$ cat src/rtl/pfs_params.svh
// Purpose: Constants of the power stage fault supervisor
// Assumes: 250 MHz core clock
// Notes:   Included by the supervisor top only
`ifndef PFS_PARAMS_SVH
`define PFS_PARAMS_SVH

// ----------------------------------------------------------------------
// Register map
// ----------------------------------------------------------------------
`define PFS_CTRL_OFS        12'h000
`define PFS_STAT_OFS        12'h004
`define PFS_CTRL_RST        4'h0
`define PFS_CTRL_W          4
`define PFS_STAT_W          16

// ----------------------------------------------------------------------
// Timing
// ----------------------------------------------------------------------
`define PFS_CLK_KHZ         250000
`define PFS_OVERLOAD_US     2600
`define PFS_OVERLOAD_CYC    ((`PFS_OVERLOAD_US * `PFS_CLK_KHZ) / 1000)
`define PFS_OVL_CNT_W       20
`define PFS_PWM_LOSS_CYC    1000
`define PFS_PWM_CNT_W       10

`endif

$ cat src/rtl/pfs_pkg.sv
// Purpose: Types of the power stage fault supervisor
// Assumes: Three strap pins select the output configuration
// Notes:   Unlisted strap codes decode to an illegal mode
package pfs_pkg;

  typedef enum logic [2:0] {
    PFS_BTL_AD,
    PFS_BTL_AD_1N,
    PFS_BTL_BD,
    PFS_BTL_SE,
    PFS_PARALLELED_BRIDGE_OUTPUT,
    PFS_SE4,
    PFS_BAD
  } pfs_mode_t;

  function automatic pfs_mode_t pfs_decode(input logic [2:0] pins);
    pfs_mode_t m;
    m = PFS_BAD;
    unique case (pins)
      3'h0:    m = PFS_BTL_AD;
      3'h1:    m = PFS_BTL_AD_1N;
      3'h2:    m = PFS_BTL_BD;
      3'h3:    m = PFS_BTL_SE;
      3'h4:    m = PFS_PARALLELED_BRIDGE_OUTPUT;
      3'h5:    m = PFS_SE4;
      default: m = PFS_BAD;
    endcase
    return m;
  endfunction

endpackage

$ cat src/rtl/pfs_supervisor.sv
// Purpose: Fault supervisor for a four half-bridge PWM power stage
// Assumes: Inputs synchronous to core_clk except the reset pin
// Notes:   Flags are open drain, the pin level is resolved outside
//
// Behaviour
// Supply low: all outputs off, fault low
// Supply faults clear when supplies recover
// Power-on reset clears overload latches
// Reset pin low forces fault flag high
// Flags are active-low open-drain outputs
// Flag pair encodes shutdown, fault, warning
// Warning above 125 C, outputs keep switching
// Warning clears below lower hysteresis level
// Thermal trip latches global shutdown
// Channel fault stops only its channel group
// Current limit over 2.6 ms latches overload
// Lost PWM idles channel, all lost stops
// Bootstrap low turns off that high side
// Reset pin low forces all outputs off
// Reset pulls bridge outputs down, not SE
// Reset rise no sooner than 4 ms after fault
// Host releases reset only without warning
// Three-level modulation only in bridge modes
// Strap pins select mode, fixed at reset
// Thermal latch clears on reset, then resumes
// Reset pin synchronised and edge detected
`timescale 1ns/1ps
`include "pfs_params.svh"

module pfs_supervisor
  import pfs_pkg::*;
#(
  parameter int OVERLOAD_CYC = `PFS_OVERLOAD_CYC
)
(
  input  wire logic        core_clk,
  input  wire logic        rst,
  input  wire logic        psel,
  input  wire logic        penable,
  input  wire logic        pwrite,
  input  wire logic [11:0] paddr,
  input  wire logic [31:0] pwdata,
  output logic             pready,
  output logic [31:0]      prdata,
  output logic             pslverr,
  input  wire logic        reset_pin_n,
  input  wire logic        config_pin_0,
  input  wire logic        config_pin_1,
  input  wire logic        config_pin_2,
  input  wire logic        gate_drive_supply_low,
  input  wire logic        bridge_power_supply_low,
  input  wire logic        logic_regulator_supply_low,
  input  wire logic        analog_regulator_supply_low,
  input  wire logic        temp_above_warn,
  input  wire logic        temp_above_hyst,
  input  wire logic        thermal_trip,
  input  wire logic [3:0]  per_cycle_current_limit,
  input  wire logic [3:0]  bootstrap_cap_low,
  input  wire logic [3:0]  pwm_in,
  output logic [3:0]       high_side_on,
  output logic [3:0]       low_side_on,
  output logic [3:0]       weak_pull_down_on,
  output logic             fault_n_o,
  output logic             fault_n_oe,
  output logic             thermal_warning_n_o,
  output logic             thermal_warning_n_oe
);

  // ----------------------------------------------------------------------
  // Reset pin synchroniser and edge
  // ----------------------------------------------------------------------
  logic            pin_meta_r;
  logic            pin_s_r;
  logic            pin_prev_r;
  logic            rst_rise;

  always_ff @(posedge core_clk or posedge rst)
  begin
    if (rst)
    begin
      pin_meta_r <= 1'b0;
      pin_s_r    <= 1'b0;
      pin_prev_r <= 1'b0;
    end
    else
    begin
      pin_meta_r <= reset_pin_n;
      pin_s_r    <= pin_meta_r;
      pin_prev_r <= pin_s_r;
    end
  end

  assign rst_rise = pin_s_r & ~pin_prev_r;

  // ----------------------------------------------------------------------
  // Strap capture
  // ----------------------------------------------------------------------
  pfs_mode_t       mode_r;
  logic            strap_done_r;

  always_ff @(posedge core_clk or posedge rst)
  begin
    if (rst)
    begin
      mode_r       <= PFS_BAD;
      strap_done_r <= 1'b0;
    end
    else if (!strap_done_r)
    begin
      mode_r       <= pfs_decode({config_pin_2, config_pin_1, config_pin_0});
      strap_done_r <= 1'b1;
    end
  end

  // ----------------------------------------------------------------------
  // Supply and thermal state
  // ----------------------------------------------------------------------
  logic            uv_r;
  logic            warn_r;
  logic            thermal_trip_latch_r;

  always_ff @(posedge core_clk or posedge rst)
  begin
    if (rst)
      uv_r <= 1'b1;
    else
      uv_r <= gate_drive_supply_low | bridge_power_supply_low
            | logic_regulator_supply_low | analog_regulator_supply_low;
  end

  always_ff @(posedge core_clk or posedge rst)
  begin
    if (rst)
      warn_r <= 1'b0;
    else if (temp_above_warn)
      warn_r <= 1'b1;
    else if (!temp_above_hyst)
      warn_r <= 1'b0;
  end

  always_ff @(posedge core_clk or posedge rst)
  begin
    if (rst)
      thermal_trip_latch_r <= 1'b0;
    else if (thermal_trip)
      thermal_trip_latch_r <= 1'b1;
    else if (rst_rise)
      thermal_trip_latch_r <= 1'b0;
  end

  // ----------------------------------------------------------------------
  // Per-channel overload timer and PWM loss detector
  // ----------------------------------------------------------------------
  logic [3:0]      ovl_latch_r;
  logic [3:0]      stale_r;
  logic [3:0]      pwm_prev_r;
  logic            all_stale;

  genvar ch;
  generate
    for (ch = 0; ch < 4; ch++)
    begin : g_ch
      logic [`PFS_OVL_CNT_W-1:0] ovl_cnt_r;
      logic [`PFS_PWM_CNT_W-1:0] pwm_cnt_r;

      always_ff @(posedge core_clk or posedge rst)
      begin
        if (rst)
          ovl_cnt_r <= '0;
        else if (!per_cycle_current_limit[ch] || ovl_latch_r[ch])
          ovl_cnt_r <= '0;
        else
          ovl_cnt_r <= ovl_cnt_r + `PFS_OVL_CNT_W'(1);
      end

      always_ff @(posedge core_clk or posedge rst)
      begin
        if (rst)
          ovl_latch_r[ch] <= 1'b0;
        else if (per_cycle_current_limit[ch]
                 && ovl_cnt_r == `PFS_OVL_CNT_W'(OVERLOAD_CYC - 1))
          ovl_latch_r[ch] <= 1'b1;
        else if (rst_rise)
          ovl_latch_r[ch] <= 1'b0;
      end

      always_ff @(posedge core_clk or posedge rst)
      begin
        if (rst)
        begin
          pwm_prev_r[ch] <= 1'b0;
          pwm_cnt_r      <= '0;
          stale_r[ch]    <= 1'b1;
        end
        else
        begin
          pwm_prev_r[ch] <= pwm_in[ch];
          if (pwm_in[ch] != pwm_prev_r[ch])
          begin
            pwm_cnt_r   <= '0;
            stale_r[ch] <= 1'b0;
          end
          else if (pwm_cnt_r == `PFS_PWM_CNT_W'(`PFS_PWM_LOSS_CYC - 1))
            stale_r[ch] <= 1'b1;
          else
            pwm_cnt_r <= pwm_cnt_r + `PFS_PWM_CNT_W'(1);
        end
      end
    end
  endgenerate

  assign all_stale = &stale_r;

  // ----------------------------------------------------------------------
  // APB register slave
  // ----------------------------------------------------------------------
  logic [3:0]      chan_off_r;
  logic            apb_acc;
  logic            hit_ctrl;
  logic            hit_stat;

  assign apb_acc  = psel & penable & ~pready;
  assign hit_ctrl = paddr == `PFS_CTRL_OFS;
  assign hit_stat = paddr == `PFS_STAT_OFS;

  always_ff @(posedge core_clk or posedge rst)
  begin
    if (rst)
    begin
      pready  <= 1'b0;
      prdata  <= '0;
      pslverr <= 1'b0;
    end
    else
    begin
      pready  <= apb_acc;
      pslverr <= apb_acc & ~(hit_ctrl | (hit_stat & ~pwrite));
      prdata  <= '0;
      if (apb_acc && !pwrite && hit_ctrl)
        prdata <= {28'h0000000, chan_off_r};
      else if (apb_acc && !pwrite && hit_stat)
        prdata <= {16'h0000, mode_r, warn_r, thermal_trip_latch_r, uv_r, ovl_latch_r,
                   stale_r, 2'h0};
    end
  end

  always_ff @(posedge core_clk or posedge rst)
  begin
    if (rst)
      chan_off_r <= `PFS_CTRL_RST;
    else if (apb_acc && pwrite && hit_ctrl)
      chan_off_r <= pwdata[`PFS_CTRL_W-1:0];
  end

  // ----------------------------------------------------------------------
  // Output stage control
  // ----------------------------------------------------------------------
  logic            global_ok;
  logic [3:0]      grp_off;
  logic [3:0]      run;
  logic [3:0]      pd_nxt;
  logic            fault_nxt;

  assign global_ok = pin_s_r & ~uv_r & ~thermal_trip_latch_r & (mode_r != PFS_BAD)
                   & ~all_stale;

  always_comb
  begin
    if (mode_r == PFS_PARALLELED_BRIDGE_OUTPUT)
      grp_off = {4{|ovl_latch_r}};
    else
      grp_off = {{2{|ovl_latch_r[3:2]}}, {2{|ovl_latch_r[1:0]}}};
  end

  assign run = {4{global_ok}} & ~grp_off & ~stale_r & ~chan_off_r;

  always_comb
  begin
    pd_nxt = 4'h0;
    if (!pin_s_r)
    begin
      unique case (mode_r)
        PFS_SE4:    pd_nxt = 4'h0;
        PFS_BTL_SE: pd_nxt = 4'h3;
        PFS_BAD:    pd_nxt = 4'h0;
        default:    pd_nxt = 4'hF;
      endcase
    end
  end

  assign fault_nxt = pin_s_r & (uv_r | thermal_trip_latch_r | (|ovl_latch_r));

  always_ff @(posedge core_clk or posedge rst)
  begin
    if (rst)
    begin
      high_side_on      <= 4'h0;
      low_side_on       <= 4'h0;
      weak_pull_down_on <= 4'h0;
    end
    else
    begin
      high_side_on      <= run & pwm_in & ~bootstrap_cap_low;
      low_side_on       <= run & ~pwm_in;
      weak_pull_down_on <= pd_nxt;
    end
  end

  always_ff @(posedge core_clk or posedge rst)
  begin
    if (rst)
    begin
      fault_n_o            <= 1'b0;
      fault_n_oe           <= 1'b0;
      thermal_warning_n_o  <= 1'b0;
      thermal_warning_n_oe <= 1'b0;
    end
    else
    begin
      fault_n_o            <= 1'b0;
      fault_n_oe           <= fault_nxt;
      thermal_warning_n_o  <= 1'b0;
      thermal_warning_n_oe <= warn_r;
    end
  end
endmodule

$ cat config.mk
export PLATFORM = sky130hd
export DESIGN_NAME = pfs_supervisor
export DESIGN_NICKNAME = d
export VERILOG_FILES = /design/src/rtl/pfs_pkg.sv /design/src/rtl/pfs_supervisor.sv
export VERILOG_INCLUDE_DIRS = /design/src /design/src/rtl
export SDC_FILE = /design/constraint.sdc
export NUM_CORES = 1
export LEC_CHECK = 0
export BUFFER_PORTS_ARGS = -buffer_cell sky130_fd_sc_hd__buf_2
export CORE_UTILIZATION = 31
export CTS_CLUSTER_DIAMETER = 100
export DETAILED_ROUTE_END_ITERATION = 10
export GPL_TIMING_DRIVEN = 0
export HOLD_SLACK_MARGIN = 0.1
export PLACE_DENSITY = 0.59
export RECOVER_POWER = 25
export SYNTH_ARGS = -nofsm -noshare
export SYNTH_HDL_FRONTEND = slang
export SYNTH_SLANG_ARGS = --single-unit
$ cat constraint.sdc
create_clock -name core_clk -period 15.2 [get_ports core_clk]
set_input_delay 3.04 -clock core_clk [delete_from_list [all_inputs] [get_ports core_clk]]
set_output_delay 3.04 -clock core_clk [all_outputs]
set_load 0.1 [all_outputs]
==> metrics.md, run 1 <==
| Metric | Value |
|---|---|
| Mapped cell area | `8100 um2` |
| Layout Cells excl Fill | `1,245` |
| Final hold viol count | `0` |
| Post-CTS repair timing setup buffer count | `0` |
| Mean Syn Cell Area | `10.2 um2` |
| VDD IR-drop max | `0.0697 mV` |
| First-pass GRT wire length | `27.7 mm` |
| Initial Util | `0.319` |
| Clk buf depth | `2` |
| Critical path fanouts, max | `122` |
| TritonCTS clock tree | `yes` |
| Critical Path End Type | `asynchronous set/reset pin` |
| Ant diodes | `0` |
| Seq/Total Area, Yosys | `0.545` |
| Type of origin of the critical path | `primary input` |
| Initial antenna violation count | `0` |
| Reg2reg start | `g_ch[0].ovl_cnt_r[4]` |
| Die ar. | `26,800 um2` |
| Layout cells sized above 1 | `0.165` |
| Register area | `4410 um2` |
| Yosys warnings | `0` |
| Commonest non-fill, non-tap cells in the layout | `dfrtp_1 (169), nor2_1 (114), buf_2 (63), nand2_1 (52), xnor2_1 (45)` |
| Commonest non-fill, non-tap cell in the layout | `dfrtp_1` |
| # clock sinks | `176` |
| Post-route cell area | `9550 um2` |
| Primary FF master, synth | `dfrtp_1` |
| Syn Inst Count | `791` |
| Leakage | `4.22 nW` |
| Worst-Skew Late Latency | `0.43 ns` |
| DP Wirelength | `11.5 mm` |
| CTS Hold Bufs | `0` |
| EDFF count, synth | `0` |
| Setup TNS | `0 ns` |
| Failing checks | `capacitance limit, slew limit` |
| R2R setup slack | `13.16 ns` |
| DR DRC count | `0` |
| CTS Root Cell | `clkbuf_16` |
| Rel. slew slack | `-0.706` |
| Initial drt markers | `310` |
| Num CTS Buffers | `17` |
| Drt pass-1 iters | `5` |
| Reg-to-Reg End | `g_ch[0].ovl_cnt_r[17]` |
| CP Data Arrival Time | `5.22 ns` |
| Die height | `164 um` |
| GP Congestion | `0.776` |
| Routed wire per std cell | `13.2 um` |
| Worst-margin pin slew | `2.55 ns` |
| Post-DRT Antenna Nets | `0` |
| Clock transition at path regs | `0.07 ns` |
| Overall die width | `164 um` |
| Number of max-cap violations | `1` |
| # IOs | `122` |
| Total global routing track utilization | `0.128` |
| Clk_skew | `0.0164 ns` |
| Ys async rst share | `1.00` |
| Area occupied by multi-input gates | `3470 um2` |
| Hold depth | `0` |
| Design Power | `1.01 mW` |
| Gr ovfl total | `0` |
| Finish-stage setup viols | `0` |
| Register bit total from synthesis | `176` |
| Final nets | `982` |
| Area grow syn2layout | `18.0%` |
| Row cnt | `58` |
| Port bufs | `74` |
| R2r worst-path depth | `5` |
| Core Region | `25,400 um2` |
| Total number of vias | `5,952` |
| Final WL | `16.4 mm` |
| Post-cts resize count | `0` |
| Placed Cells | `1,213` |
| Netlist cell types | `52` |
| Hold path start | `pin_meta_r` |
| Largest net degree at the start of global routing | `123` |
| DR vias/cell | `4.78` |
| Final Slew Violations | `55` |
| Vias in the first global route | `5,679` |
| Tcrit/Tclk final | `0.310` |
| P per Cell Area | `106 nW/um2` |
| Fill cells | `2,574` |
| H-tree levels | `4` |
| Status | `finished with violations` |
| Final Util | `0.376` |
| Fmax | `0.212 GHz` |
| Req. time, crit path | `15.71 ns` |
| Placement-stage cell area | `8980 um2` |
| Min cycle time layout | `4.71 ns` |
| WHS Endpoint | `pin_s_r` |
| Critical setup path kind | `primary input to asynchronous set/reset pin` |
| RSZ-0062 raised after global routing | `false` |
| Min-delay worst type | `register to register` |
## cells in the mapped netlist, drive strengths merged, types with 8 or more instances
master / instances / area share
nand4: 27 / 0.022
and2: 20 / 0.015
nor3: 21 / 0.013
and3: 12 / 0.0093
nand2: 53 / 0.025
or4: 10 / 0.011
clkbuf: 19 / 0.0091
ha: 8 / 0.012
xor2: 28 / 0.030
a21oi: 33 / 0.020
dfrtp: 169 / 0.52
nand3: 42 / 0.028
nor2: 114 / 0.053
inv: 15 / 0.0070
nor3b: 12 / 0.011
o21ai: 23 / 0.014
nand2b: 9 / 0.0070
nor4: 19 / 0.015
xnor2: 45 / 0.049
buf: 20 / 0.019
or3: 18 / 0.014
## final cells by class
cell class              count  area share
clock inverters            15      0.0177
well taps                 330      0.0432
clock buffers              17      0.0445
flip-flops and latches    176       0.462
plain buffers              39      0.0234
inverters                  15     0.00602
multi-input cells         578       0.363
repair buffers             75      0.0402
## worst max path at each step
stage,from,end,cells after the start
CTS,paddr[9],prdata[7],6
finish,rst,g_ch[2].ovl_cnt_r[7],3
detailed placement,paddr[9],prdata[6],6
global route,rst,g_ch[2].pwm_cnt_r[0],3
global placement,rst,g_ch[0].pwm_cnt_r[7],2
floorplan,rst,chan_off_r[0],1
## critical path: stages
cell and delay [ns]:
buf_2 0.10, clkinvlp_2 1.44, buf_16 0.51
## report_power, final
part | switching [mW] | internal (mW) | leakage [nW]
sequential | 0.0106 | 0.480 | 2.38
combinational | 0.0648 | 0.0216 | 1.56
clock | 0.210 | 0.221 | 0.283
## metal layers
layer | track usage | wire [um]
met1 | 0.178 | 7970
met2 | 0.199 | 7530
met3 | 0.0241 | 756
met4 | 0.0434 | 187
met5 | 0 | 0
## per-stage QoR
step,hold slack [ns],worst slack (ns)
finish,0.422,10.49
global route,0.430,10.08
CTS,0.421,10.68
detailed placement,0.403,10.24
global placement,0.403,5.20
floorplan,0.331,7.40
## flip-flops by register name, summed over array words and instances, names as in the netlist, 2 cells and up
register           cells
chan_off_r             4
prdata                16
pwm_prev_r             4
ovl_latch_r            4
high_side_on           4
g_ch.ovl_cnt_r        80
low_side_on            4
weak_pull_down_on      2
stale_r                4
mode_r                 3
g_ch.pwm_cnt_r        40
## kinds of logic after synthesis
group / count (synthesis) / share of synthesized area
simple gates: 379 / 0.245
buf+inv: 54 / 0.0346
xor+xnor: 73 / 0.0790
compound gates: 85 / 0.0646
mux: 14 / 0.0184
flops: 176 / 0.545
fa+ha+maj: 8 / 0.0124
other cells: 2 / 0.000928
Note: power is estimated with default switching activity, not from simulation.
==> run 2, diff against run 1 <==
ABC_AREA = 1   (was default)
PLACE_DENSITY = 0.58   (was 0.59)
clock period = 4.8 ns   (was 15.2 ns; I/O delays follow)
==> run 2 against run 1 <==
The run still ends with capacitance limit, slew limit left. First-iteration DRC count rose by 34%. Synthesized area rose by 7.7%. Synthesized cell count rose by 39%. Worst hold slack better by 0.014 ns. Sequential share of layout area decreased by 3.1 points. Die area grew 7.6%. Clock power grew to 3.1 times the previous value. Design area is 7.1% higher. Routed wire length grew 15%. Sequential power rose to 3.2 times the previous value. Largest cell class unchanged.
==> metrics.md, run 2 <==
| Metric | Value |
|---|---|
| Status | `finished with violations` |
| Failing checks | `capacitance limit, slew limit` |
| Setup TNS | `0 ns` |
| Tcrit/Tclk final | `0.494` |
| P per Cell Area | `312 nW/um2` |
| # IOs | `122` |
| Vias in the first global route | `6,567` |
| Clk buf depth | `2` |
| Cells taking the most area after synthesis | `dfrtp_1 (48%), nand2_1 (10%), nor2_1 (8.6%), inv_1 (5.9%), nand3_1 (4.3%)` |
| Critical path fanouts, max | `41` |
| EDFF count, synth | `0` |
| Worst-path cell chain | `buf_2 > clkinvlp_2 > buf_12 > buf_12 > buf_12` |
| Total number of vias | `7,105` |
| RSZ-0062 raised after global routing | `false` |
| Die height | `170 um` |
| Cell taking the most area after synthesis | `dfrtp_1` |
| Critical Path End Type | `asynchronous set/reset pin` |
| Post-DRT Antenna Nets | `0` |
| Largest registers | `g_ch.ovl_cnt_r: 80 flops, g_ch.pwm_cnt_r: 40 flops, prdata: 16 flops` |
| CP Data Arrival Time | `2.91 ns` |
| Logic pwr share | `0.088` |
| Max incr delay on CP | `0.97 ns` |
| Seq pwr share | `0.487` |
| Total global routing track utilization | `0.140` |
| First-pass GRT wire length | `31.8 mm` |
| Port bufs | `75` |
| Core Region | `27,700 um2` |
| Power share of the clock group | `0.425` |
| Reg2reg start | `mode_r[1]` |
| Hold path start | `pin_meta_r` |
| Final WL | `18.9 mm` |
| Final Slew Violations | `36` |
| VDD IR-drop max | `0.175 mV` |
| DR DRC count | `0` |
| Register bit total from synthesis | `176` |
| Critical setup path kind | `primary input to asynchronous set/reset pin` |
| Int Pwr | `2.38 mW` |
| Hold depth | `0` |
| # clock sinks | `176` |
| Placed Cells | `1,573` |
| Min cycle time layout | `2.37 ns` |
| Gr ovfl total | `0` |
| Ant diodes | `0` |
| Primary FF master, synth | `dfrtp_1` |
| Fmax | `0.422 GHz` |
| Initial drt markers | `415` |
| Clock transition at path regs | `0.07 ns` |
| Commonest non-fill, non-tap cells in the layout | `nand2_1 (233), nor2_1 (201), dfrtp_1 (169), inv_1 (137), nand3_1 (75)` |
| TritonCTS clock tree | `yes` |
| R2r worst-path depth | `4` |
| Min-delay worst type | `register to register` |
| DR vias/cell | `4.43` |
| Rel. slew slack | `-0.134` |
| Overall die width | `170 um` |
| Switching share of power | `0.254` |
| Count leader, synth | `nand2_1` |
| H-tree levels | `4` |
| Syn Inst Count | `1,099` |
| Final hold viol count | `0` |
| Drt pass-1 iters | `5` |
| Area grow syn2layout | `17.3%` |
| Top reg by flops | `g_ch.ovl_cnt_r` |
| GP Congestion | `0.858` |
| CTS Hold Bufs | `0` |
| Commonest cells in the netlist | `nand2_1 (233), nor2_1 (199), dfrtp_1 (169)` |
| Leakage | `4.82 nW` |
| Worst-Skew Late Latency | `0.43 ns` |
| R2R setup slack | `3.16 ns` |
| Num CTS Buffers | `17` |
| Mapped cell area | `8720 um2` |
| Finish-stage setup viols | `0` |
| Post-cts resize count | `0` |
| Initial Util | `0.315` |
| Ys async rst share | `1.00` |
| Routed wire per std cell | `11.8 um` |
| Seq/Total Area, Yosys | `0.506` |
| Die ar. | `28,800 um2` |
| Fill cells | `2,889` |
| Yosys warnings | `0` |
| Mean Syn Cell Area | `7.94 um2` |
| CTS Root Cell | `clkbuf_16` |
| Number of max-cap violations | `1` |
| Crit-path slowest cell | `clkinvlp_2` |
| Worst-margin pin slew | `1.69 ns` |
| DP Wirelength | `14.5 mm` |
| Switching power | `0.811 mW` |
| Commonest non-fill, non-tap cell in the layout | `nand2_1` |
| Req. time, crit path | `5.35 ns` |
| Type of origin of the critical path | `primary input` |
| Layout Cells excl Fill | `1,604` |
| Cell with the most instances on the worst path | `buf_12` |
| Layout cells sized above 1 | `0.146` |
| Initial antenna violation count | `0` |
| Final nets | `1,294` |
| Netlist cell types | `41` |
| Reg-to-Reg End | `low_side_on[3]` |
| Row cnt | `61` |
| Yosys top cell area share | `0.485` |
| WHS Endpoint | `pin_s_r` |
| Clk_skew | `0.0105 ns` |
| Largest net degree at the start of global routing | `42` |
| Post-CTS repair timing setup buffer count | `0` |
| Largest register FFs | `80` |
==> run 2: changes by cell type in the layout (fill, tap and decap cells not counted), moves of 15 or more <==
cell     delta
nand2_1   +181
or3_1      -16
inv_1     +123
nor4_1     -15
xor2_1     -16
nor2_1     +87
o21ai_0    +22
xnor2_1    -40
and2_1     -18
nor2_2     +15
nand3_1    +34
==> run 2: worst max-delay path by stage <==
stage	from	to	slack (ns)	cells after the start
finish	rst	stale_r[0]	2.43	5
global route	rst	stale_r[0]	2.06	5
CTS	weak_pull_down_on[2]	weak_pull_down_on[3]	2.53	2
detailed placement	rst	stale_r[0]	2.32	5
global placement	rst	high_side_on[2]	0.35	2
floorplan	rst	chan_off_r[0]	1.59	1
==> run 2: cells by family (layout without fill, tap and decap cells) <==
family | after synthesis | in the layout | synth area share
simple gates | 617 | 617 | 0.312
fa+ha+maj | 8 | 8 | 0.0115
xor+xnor | 17 | 17 | 0.0205
flops | 176 | 176 | 0.506
buf+inv | 172 | 282 | 0.0842
compound gates | 106 | 106 | 0.0637
mux | 1 | 1 | 0.00115
other cells | 2 | 19 | 0.000861
==> run 2: area by class of cell <==
class	count	area, um2	area share
flip-flops and latches	176	4410	0.431
multi-input cells	768	3600	0.352
inverters	146	549	0.0537
well taps	378	473	0.0462
clock buffers	22	464	0.0454
repair buffers	79	445	0.0435
plain buffers	26	175	0.0171
clock inverters	9	110	0.0108
==> run 2: power by group through the flow <==
stage | sequential [mW] | combinational, mW | clock [mW]
final | 1.55 | 0.281 | 1.36
after global routing | 1.56 | 0.313 | 1.47
after CTS | 1.55 | 0.291 | 1.40
after detailed placement | 1.58 | 0.290 | 0
after global placement | 1.58 | 0.280 | 0
after floorplan | 1.60 | 0.193 | 0
==> run 2: critical path: cells and delay by family <==
family,cells,cell delay (ns)
buffers and inverters,5,1.92
==> run 2: per-layer routing <==
layer	global-route usage	part of all wire	vias up
li1	-	-	3666
met1	0.191	0.49	3293
met2	0.218	0.45	120
met3	0.0236	0.037	26
met4	0.0560	0.020	0
met5	0	0	-
==> run 2: metrics by stage <==
stage	util	setup WS (ns)	hold WS, ns	total power [mW]	area [um2]
after floorplan	-	1.59	0.331	1.80	8790
after global placement	0.348	0.346	0.412	1.86	9640
after detailed placement	0.351	2.32	0.412	1.87	9720
after CTS	0.372	2.53	0.438	3.24	10300
after global routing	0.369	2.06	0.444	3.34	10200
final	0.369	2.43	0.436	3.19	10200
